File: config.mk
export PLATFORM = sky130hd
export DESIGN_NAME = irig_b_time_code_receiver
export DESIGN_NICKNAME = d
export VERILOG_FILES = /design/src/hw/irig_b_pkg.sv /design/src/hw/irig_b_time_code_receiver.sv /design/src/hw/irig_symbol_classifier.sv
export SDC_FILE = /design/constraint.sdc
export NUM_CORES = 1
export LEC_CHECK = 0
export BUFFER_PORTS_ARGS = -buffer_cell sky130_fd_sc_hd__buf_2
export CORE_UTILIZATION = 40
export CTS_CLUSTER_SIZE = 25
export DETAILED_ROUTE_END_ITERATION = 6
export GPL_ROUTABILITY_DRIVEN = 0
export PLACE_DENSITY_LB_ADDON = 0.2
export SKIP_LAST_GASP = 1
export SYNTH_ARGS = -nofsm -noshare
export SYNTH_HDL_FRONTEND = slang
export SYNTH_SLANG_ARGS = --single-unit
export TNS_END_PERCENT = 20
File: constraint.sdc
create_clock -name sys_clk_i -period 4.4 [get_ports sys_clk_i]
set_input_delay 0.88 -clock sys_clk_i [delete_from_list [all_inputs] [get_ports sys_clk_i]]
set_output_delay 0.88 -clock sys_clk_i [all_outputs]
set_load 0.02 [all_outputs]
File: src/hw/irig_b_pkg.sv
// constants, symbol and time types for the irig-b time code receiver
package irig_b_pkg;

	// clock and symbol timing, in nanoseconds
	localparam int unsigned CLK_PERIOD_NS    = 4;
	localparam int unsigned SYM_PERIOD_NS    = 10_000_000;
	localparam int unsigned ZERO_MARK_NS     = 2_000_000;
	localparam int unsigned ONE_MARK_NS      = 5_000_000;
	localparam int unsigned PI_MARK_NS       = 8_000_000;
	// thresholds midway between the nominal mark lengths
	localparam int unsigned ZERO_ONE_THR_NS  = (ZERO_MARK_NS + ONE_MARK_NS) / 2;
	localparam int unsigned ONE_PI_THR_NS    = (ONE_MARK_NS + PI_MARK_NS) / 2;
	// marks shorter than half a zero or longer than pi plus a tenth of a symbol period are rejected
	localparam int unsigned MIN_MARK_NS      = ZERO_MARK_NS / 2;
	localparam int unsigned MAX_MARK_NS      = PI_MARK_NS + SYM_PERIOD_NS / 10;
	// a line idle for two symbol periods has lost the code
	localparam int unsigned TIMEOUT_NS       = 2 * SYM_PERIOD_NS;

	localparam int unsigned CNT_W            = 24;

	// frame layout
	localparam int unsigned FRAME_LEN        = 100;
	localparam logic [6:0]  LAST_POS         = 7'h63;
	localparam logic [3:0]  PI_DIGIT         = 4'h9;
	localparam logic [6:0]  FIRST_DATA_POS   = 7'h01;
	localparam logic [3:0]  FIRST_DATA_DIGIT = 4'h1;

	// bcd field positions, lsb first on the line
	localparam int unsigned POS_SEC_UNITS    = 1;
	localparam int unsigned POS_SEC_TENS     = 6;
	localparam int unsigned POS_MIN_UNITS    = 10;
	localparam int unsigned POS_MIN_TENS     = 15;
	localparam int unsigned POS_HOUR_UNITS   = 20;
	localparam int unsigned POS_HOUR_TENS    = 25;
	localparam int unsigned POS_DAY_UNITS    = 30;
	localparam int unsigned POS_DAY_TENS     = 35;
	localparam int unsigned POS_DAY_HUND     = 40;
	localparam int unsigned POS_YEAR_UNITS   = 50;
	localparam int unsigned POS_YEAR_TENS    = 55;

	localparam logic [3:0]  BCD_MAX          = 4'h9;
	localparam logic [11:0] YEAR_BASE        = 12'h7d0;
	localparam logic [11:0] YEAR_RST         = 12'h000;

	typedef enum logic [1:0] {
		SYM_ZERO = 2'b00,
		SYM_ONE  = 2'b01,
		SYM_PI   = 2'b11,
		SYM_BAD  = 2'b10
	} sym_e;

	typedef struct packed {
		sym_e             kind;
		logic [CNT_W-1:0] mark_cyc;
	} sym_s;

	typedef struct packed {
		logic [3:0]  sec_units;
		logic [2:0]  sec_tens;
		logic [3:0]  min_units;
		logic [2:0]  min_tens;
		logic [3:0]  hour_units;
		logic [1:0]  hour_tens;
		logic [3:0]  day_units;
		logic [3:0]  day_tens;
		logic [1:0]  day_hund;
		logic [11:0] year;
		logic        year_from_code;
	} time_s;

endpackage : irig_b_pkg

File: src/hw/irig_b_time_code_receiver.sv
// irig-b dc time code receiver: frame alignment and bcd time of day extraction
`timescale 1ns/10ps
`default_nettype none
module irig_b_time_code_receiver
	import irig_b_pkg::*;
#(
	parameter int unsigned SYMBOL_CYC   = SYM_PERIOD_NS / CLK_PERIOD_NS,
	parameter int unsigned ZERO_ONE_CYC = ZERO_ONE_THR_NS / CLK_PERIOD_NS,
	parameter int unsigned ONE_PI_CYC   = ONE_PI_THR_NS / CLK_PERIOD_NS,
	parameter int unsigned MIN_MARK_CYC = (MIN_MARK_NS + CLK_PERIOD_NS - 1) / CLK_PERIOD_NS,
	parameter int unsigned MAX_MARK_CYC = MAX_MARK_NS / CLK_PERIOD_NS,
	parameter int unsigned TIMEOUT_CYC  = TIMEOUT_NS / CLK_PERIOD_NS
) (
	input  wire logic        sys_clk_i,
	input  wire logic        sys_rst_i,
	input  wire logic        irig_i,
	input  wire logic [11:0] host_year_i,
	output time_s            time_o,
	output logic             time_valid_o,
	output logic             sec_boundary_o,
	output logic [CNT_W-1:0] edge_age_o,
	output logic             locked_o,
	output logic             frame_err_o
);

	typedef enum logic [1:0] {
		ST_HUNT     = 2'b00,
		ST_PI_SEEN  = 2'b01,
		ST_IN_FRAME = 2'b11
	} state_e;

	state_e               state_q;
	logic                 sym_valid;
	sym_s                 sym;
	logic [6:0]           pos_q;
	logic [3:0]           digit_q;
	logic [FRAME_LEN-1:0] bits_q;
	logic                 expect_pi;
	logic                 is_pi;
	logic                 misplaced;
	logic                 frame_done;
	logic                 bcd_ok;
	logic [3:0]           year_units;
	logic [3:0]           year_tens;
	logic [11:0]          year_code;
	time_s                time_d;

	// a frame is 100 symbol periods; the symbol period also sizes the default timeout
	localparam int unsigned SYMS_PER_SEC = SYM_PERIOD_NS / CLK_PERIOD_NS * 100 / SYMBOL_CYC;

	irig_symbol_classifier #(
		.ZERO_ONE_CYC (ZERO_ONE_CYC),
		.ONE_PI_CYC   (ONE_PI_CYC),
		.MIN_MARK_CYC (MIN_MARK_CYC),
		.MAX_MARK_CYC (MAX_MARK_CYC),
		.TIMEOUT_CYC  (TIMEOUT_CYC)
	) u_classifier (
		.sys_clk_i   (sys_clk_i),
		.sys_rst_i   (sys_rst_i),
		.line_i      (irig_i),
		.sym_valid_o (sym_valid),
		.sym_o       (sym)
	);

	assign is_pi      = (sym.kind == SYM_PI);
	// an identifier must sit exactly where the position ends in nine
	assign expect_pi  = (digit_q == PI_DIGIT);
	assign misplaced  = (sym.kind == SYM_BAD) || (is_pi != expect_pi);
	assign frame_done = (pos_q == LAST_POS);

	// frame alignment and position tracking
	always_ff @(posedge sys_clk_i) begin
		if (sys_rst_i) begin
			state_q <= ST_HUNT;
			pos_q   <= '0;
			digit_q <= '0;
		end else if (sym_valid) begin
			case (state_q)
				ST_HUNT: begin
					if (is_pi) begin
						state_q <= ST_PI_SEEN;
					end
				end
				ST_PI_SEEN: begin
					if (is_pi) begin
						// second identifier in a row: this is position 0
						state_q <= ST_IN_FRAME;
						pos_q   <= FIRST_DATA_POS;
						digit_q <= FIRST_DATA_DIGIT;
					end else begin
						state_q <= ST_HUNT;
					end
				end
				ST_IN_FRAME: begin
					if (misplaced) begin
						state_q <= is_pi ? ST_PI_SEEN : ST_HUNT;
					end else if (frame_done) begin
						// the last identifier is the first of the next pair
						state_q <= ST_PI_SEEN;
					end else begin
						pos_q   <= pos_q + 7'h01;
						digit_q <= expect_pi ? 4'h0 : digit_q + 4'h1;
					end
				end
				default: begin
					state_q <= ST_HUNT;
				end
			endcase
		end
	end

	// data symbols are stored at their frame position
	always_ff @(posedge sys_clk_i) begin
		if (sys_rst_i) begin
			bits_q <= '0;
		end else if (sym_valid && state_q == ST_IN_FRAME && !is_pi) begin
			bits_q[pos_q] <= (sym.kind == SYM_ONE);
		end
	end

	// bcd fields; every other position is left unread
	always_comb begin
		time_d                = '0;
		time_d.sec_units      = bits_q[POS_SEC_UNITS +: 4];
		time_d.sec_tens       = bits_q[POS_SEC_TENS +: 3];
		time_d.min_units      = bits_q[POS_MIN_UNITS +: 4];
		time_d.min_tens       = bits_q[POS_MIN_TENS +: 3];
		time_d.hour_units     = bits_q[POS_HOUR_UNITS +: 4];
		time_d.hour_tens      = bits_q[POS_HOUR_TENS +: 2];
		time_d.day_units      = bits_q[POS_DAY_UNITS +: 4];
		time_d.day_tens       = bits_q[POS_DAY_TENS +: 4];
		time_d.day_hund       = bits_q[POS_DAY_HUND +: 2];
		time_d.year_from_code = (year_units != 4'h0) || (year_tens != 4'h0);
		time_d.year           = time_d.year_from_code ? year_code : host_year_i;
	end

	// control function bits share the year slots; with options that omit the year
	// the source sends zero there, which falls back to the host year
	assign year_units = bits_q[POS_YEAR_UNITS +: 4];
	assign year_tens  = bits_q[POS_YEAR_TENS +: 4];
	assign year_code  = YEAR_BASE + {8'h00, year_tens} * 12'h00a + {8'h00, year_units};

	// reject frames whose decimal digits cannot be bcd
	assign bcd_ok = (time_d.sec_units <= BCD_MAX) && (time_d.min_units <= BCD_MAX)
		&& (time_d.hour_units <= BCD_MAX) && (time_d.day_units <= BCD_MAX)
		&& (time_d.day_tens <= BCD_MAX) && (year_units <= BCD_MAX)
		&& (year_tens <= BCD_MAX);

	// publish time only for a complete, well formed frame
	always_ff @(posedge sys_clk_i) begin
		if (sys_rst_i) begin
			time_o       <= '{default: '0};
			time_valid_o <= 1'b0;
		end else begin
			time_valid_o <= 1'b0;
			if (sym_valid && state_q == ST_IN_FRAME && !misplaced && frame_done && bcd_ok) begin
				time_o       <= time_d;
				time_valid_o <= 1'b1;
			end
		end
	end

	// seconds boundary: mark length tells how long ago the leading edge was
	always_ff @(posedge sys_clk_i) begin
		if (sys_rst_i) begin
			sec_boundary_o <= 1'b0;
			edge_age_o     <= '0;
		end else begin
			sec_boundary_o <= 1'b0;
			if (sym_valid && state_q == ST_PI_SEEN && is_pi) begin
				sec_boundary_o <= 1'b1;
				edge_age_o     <= sym.mark_cyc;
			end
		end
	end

	// lock follows one clean frame, errors flag a broken one
	always_ff @(posedge sys_clk_i) begin
		if (sys_rst_i) begin
			locked_o    <= 1'b0;
			frame_err_o <= 1'b0;
		end else begin
			frame_err_o <= 1'b0;
			if (sym_valid && state_q == ST_IN_FRAME) begin
				if (misplaced || (frame_done && !bcd_ok)) begin
					locked_o    <= 1'b0;
					frame_err_o <= 1'b1;
				end else if (frame_done) begin
					locked_o <= 1'b1;
				end
			end else if (sym_valid && sym.kind == SYM_BAD) begin
				locked_o <= 1'b0;
			end
		end
	end

endmodule : irig_b_time_code_receiver
`default_nettype wire

File: src/hw/irig_symbol_classifier.sv
// synchronises the time code line and classifies each symbol by its mark length
`timescale 1ns/10ps
`default_nettype none
module irig_symbol_classifier
	import irig_b_pkg::*;
#(
	parameter int unsigned ZERO_ONE_CYC = 1,
	parameter int unsigned ONE_PI_CYC   = 2,
	parameter int unsigned MIN_MARK_CYC = 1,
	parameter int unsigned MAX_MARK_CYC = 3,
	parameter int unsigned TIMEOUT_CYC  = 4
) (
	input  wire logic sys_clk_i,
	input  wire logic sys_rst_i,
	input  wire logic line_i,
	output logic      sym_valid_o,
	output sym_s      sym_o
);

	logic             line_meta_q;
	logic             line_sync_q;
	logic             line_prev_q;
	logic [CNT_W-1:0] cnt_q;
	logic             rise;
	logic             fall;
	logic             timeout;

	always_ff @(posedge sys_clk_i) begin
		if (sys_rst_i) begin
			line_meta_q <= 1'b0;
			line_sync_q <= 1'b0;
			line_prev_q <= 1'b0;
		end else begin
			line_meta_q <= line_i;
			line_sync_q <= line_meta_q;
			line_prev_q <= line_sync_q;
		end
	end

	// high is mark, low is space
	assign rise    = line_sync_q & ~line_prev_q;
	assign fall    = ~line_sync_q & line_prev_q;
	assign timeout = (cnt_q == CNT_W'(TIMEOUT_CYC - 1));

	// cycles since the last edge, saturating at the timeout
	always_ff @(posedge sys_clk_i) begin
		if (sys_rst_i) begin
			cnt_q <= '0;
		end else if (rise || fall) begin
			cnt_q <= CNT_W'(1);
		end else if (cnt_q != CNT_W'(TIMEOUT_CYC)) begin
			cnt_q <= cnt_q + CNT_W'(1);
		end
	end

	always_ff @(posedge sys_clk_i) begin
		if (sys_rst_i) begin
			sym_valid_o <= 1'b0;
			sym_o       <= '{kind: SYM_BAD, mark_cyc: '0};
		end else begin
			sym_valid_o <= 1'b0;
			if (fall) begin
				sym_valid_o    <= 1'b1;
				sym_o.mark_cyc <= cnt_q;
				if (cnt_q < CNT_W'(MIN_MARK_CYC) || cnt_q > CNT_W'(MAX_MARK_CYC)) begin
					sym_o.kind <= SYM_BAD;
				end else if (cnt_q < CNT_W'(ZERO_ONE_CYC)) begin
					sym_o.kind <= SYM_ZERO;
				end else if (cnt_q < CNT_W'(ONE_PI_CYC)) begin
					sym_o.kind <= SYM_ONE;
				end else begin
					sym_o.kind <= SYM_PI;
				end
			end else if (timeout && !rise) begin
				// line stuck high or low: report once per stall
				sym_valid_o    <= 1'b1;
				sym_o.kind     <= SYM_BAD;
				sym_o.mark_cyc <= cnt_q;
			end
		end
	end

endmodule : irig_symbol_classifier
`default_nettype wire

==> results.json <==
{
  "rsz0062_at_grt": "no",
  "worst_slew_pin_slew_ns": 1.13,
  "final-seq-area_sq_um": 3520,
  "drc_errors": 0,
  "hp-start": "edge_age_o[12]",
  "viasPerCell": 5.37,
  "numCtsBuffers": 17,
  "grt_pass1_wl_mm": 32.3,
  "switching_share": 0.240,
  "synthMuxAreaShare": 0.0393,
  "whs_path_depth": 2,
  "synthArstFlopShare": 0,
  "fill_cells": 1943,
  "avgSynthCellArea_sq_um": 8.04,
  "setup_violations": 0,
  "postCtsHoldBufs": 0,
  "synth_edf_count": 0,
  "critPathRequiredTime_ns": 4.76,
  "path_clk_slew_ns": 0.07,
  "fin_crit_sh": 0.660,
  "drt_wl_total_mm": 19.5,
  "ir_drop_mv": 0.230,
  "power_switching_mw": 0.766,
  "r2r-end": "time_o[32]",
  "grt_max_degree": 75,
  "dpl_worst_slack_ns": 1.47,
  "maxCapViolCount": 0,
  "maxSlewViolCount": 0,
  "layout_setup_ws_ns": 1.50,
  "cts-root-buf": "clkbuf_16",
  "ant_nets": 0,
  "hold_slack_ns": 0.452,
  "synthDistinctLibCells": 61,
  "syn_to_final_growth_pct": 13.8,
  "first_pass_iters": 5,
  "outcome": "complete, no violations",
  "synth_top_family_by_area": "simple AND/OR/NAND/NOR gates",
  "synthAdderAreaFrac": 0.0271,
  "cts_tree": "yes",
  "crit_path_start": "pos_q[0]",
  "crit_fanout": 26,
  "cp_slowest_stage_delay_ns": 0.85,
  "clock_power_share": 0.480,
  "reg2reg_from": "pos_q[0]",
  "powerDensity_nw_per_um2": 353,
  "drt_iter0_markers": 461,
  "ios": 86,
  "power.internal_mw": 2.42,
  "grt_usage": 0.198,
  "dieArea_sq_um": 20400,
  "cts_resized": 0,
  "max_freq_ghz": 0.344,
  "fin_nets": 1051,
  "synth-simple-area-share": 0.246,
  "post-route-min-period_ns": 2.90,
  "num_vias": 6966,
  "core.rowCount": 51,
  "clockBufferDepth": 2,
  "synth-xor-area-share": 0.0265,
  "core_area_sq_um": 19500,
  "multi_input_area_sq_um": 4040,
  "cts_sinks": 176,
  "synth_top_area_cell": "dfxtp_1",
  "ys.flop_type": "dfxtp_1",
  "htree_levels": 4,
  "clock_latency_ns": 0.44,
  "worst-setup-path-type": "register to register",
  "ff2ff_path_depth": 7,
  "start_util": 0.408,
  "critPathCaptureType": "register",
  "cp.arrival_ns": 3.26,
  "comb_power_share": 0.018,
  "syn_area_sq_um": 7930,
  "yosysWarnings": 0,
  "synth_top_area_frac": 0.444,
  "fin_tns_setup_ns": 0,
  "drive_gt1_frac": 0.132,
  "first_global_vias": 6265,
  "syn_nets": 1017,
  "path_cells": "ha_1 -> and4b_1 -> and2_4 -> and3_1 -> buf_4 -> nand3_1 -> a21oi_1",
  "synthCells": 986,
  "hold_viol": 0,
  "grt_antenna_before_repair": 0,
  "synth_compound_area_frac": 0.166,
  "routedWlPerCell_um": 15.0,
  "slew-limit-headroom": 0.245,
  "hpwl_mm": 13.0,
  "grt_overflow": 0,
  "synthTopCellsByArea": "dfxtp_1 44%, a21oi_1 7.7%, nand2_1 6.7%",
  "synth_seq_cells": 176,
  "finClkSkew_ns": 0.0107,
  "portBuffers": 85,
  "hp-class": "register to register",
  "postCtsSetupRepairBufs": 0,
  "startpoint_type": "register",
  "synth_seq_area_share": 0.444,
  "whs_endpoint": "edge_age_o[12]",
  "leakage_nw": 3.43,
  "cp_slowest_cell": "and3_1",
  "p_seq_frac": 0.502,
  "n_antenna_cell": 0,
  "fp.dieH_um": 143,
  "die_w_um": 143,
  "r2r_slack_ns": 1.50
}
## sequential cells by signal, summed over array words and instances (netlist names), 2 cells and up
register            cells
digit_q                 4
state_q                 2
bits_q                 38
pos_q                   7
edge_age_o             24
time_o                 43
u_classifier.cnt_q     24
u_classifier.sym_o     26
## cell families after synthesis
logic type	Yosys count
compound gates	235
xor+xnor	24
fa+ha+maj	16
buf+inv	93
flops	176
mux	31
simple gates	411
## through the flow
step           cells  power (mW)  area [sq um]  utilization
3_5_place_dp    1266        1.69          8440        0.433
3_3_place_gp    1266        1.69          8440        0.433
6_report        1298        3.19          9030        0.464
2_1_floorplan    986        1.68          7930            -
4_1_cts         1298        3.22          9030        0.464
5_1_grt         1298        3.28          9030        0.464
## power groups by stage
stage	logic (mW)	registers, mW	clock network (mW)
after detailed placement	0.0564	1.64	0
after global routing	0.0625	1.60	1.62
final	0.0558	1.60	1.53
after global placement	0.0569	1.64	0
after CTS	0.0569	1.60	1.56
after floorplan	0.0395	1.64	0
## final cells by class
type                       count  share of cell area
clock buffer                  17              0.0471
clock inverter                15              0.0186
inverter                      16             0.00665
multi-input combinational    717               0.447
sequential                   176               0.390
tap                          265              0.0367
timing repair buffer          92              0.0532
## routing by layer
metal / part of all wire / up-vias / track usage
met4: 0.0088 / 0 / 0.0464
met3: 0.041 / 16 / 0.0392
met1: 0.50 / 3287 / 0.278
li1: - / 3511 / -
met5: 0 / - / 0
met2: 0.45 / 152 / 0.311
## synthesized netlist by cell type (all sizes together), types with 6 or more instances
library cell    n
a211oi          8
and2            6
nand2         142
nand3          69
o21ai          68
clkbuf         56
nor3           19
nor2b          12
mux2i          30
dfxtp         176
nand2b          7
xor2           14
ha             14
buf            21
and3            9
nor4           14
xnor2          10
nand4          13
nor4b           6
a21oi         122
nor2           93
inv            16
## worst max-delay path by stage
stage,slack (ns),endpoint
2_1_floorplan,2.15,time_o[8]
3_3_place_gp,1.54,time_o[32]
3_5_place_dp,1.47,time_o[32]
4_1_cts,1.49,time_o[32]
5_1_grt,1.18,time_o[32]
6_report,1.50,time_o[32]
## layout by cell type (no fill, tap or decap), types with 9 or more instances in the layout
| cell | n |
|---|---|
| clkbuf_16 | 17 |
| nand3_1 | 69 |
| inv_1 | 16 |
| nand2_1 | 142 |
| nor2b_1 | 11 |
| ha_1 | 14 |
| nor2_1 | 93 |
| a21oi_1 | 122 |
| nor4_1 | 13 |
| nand4_1 | 13 |
| dfxtp_1 | 176 |
| xnor2_1 | 10 |
| nor3_1 | 19 |
| and3_1 | 9 |
| buf_2 | 84 |
| o21ai_0 | 65 |
| xor2_1 | 14 |
| mux2i_1 | 30 |
## worst max-delay path: cells and delay by family (launching register included)
kind	cells	cell delay [ns]
adder cells (fa/ha/maj)	1	0.29
flip-flops	1	0.63
AO/OA/AOI/OAI	1	0.15
AND/OR/NAND/NOR	4	1.37
buffers and inverters	1	0.38
(Power assumes the default switching activity.)
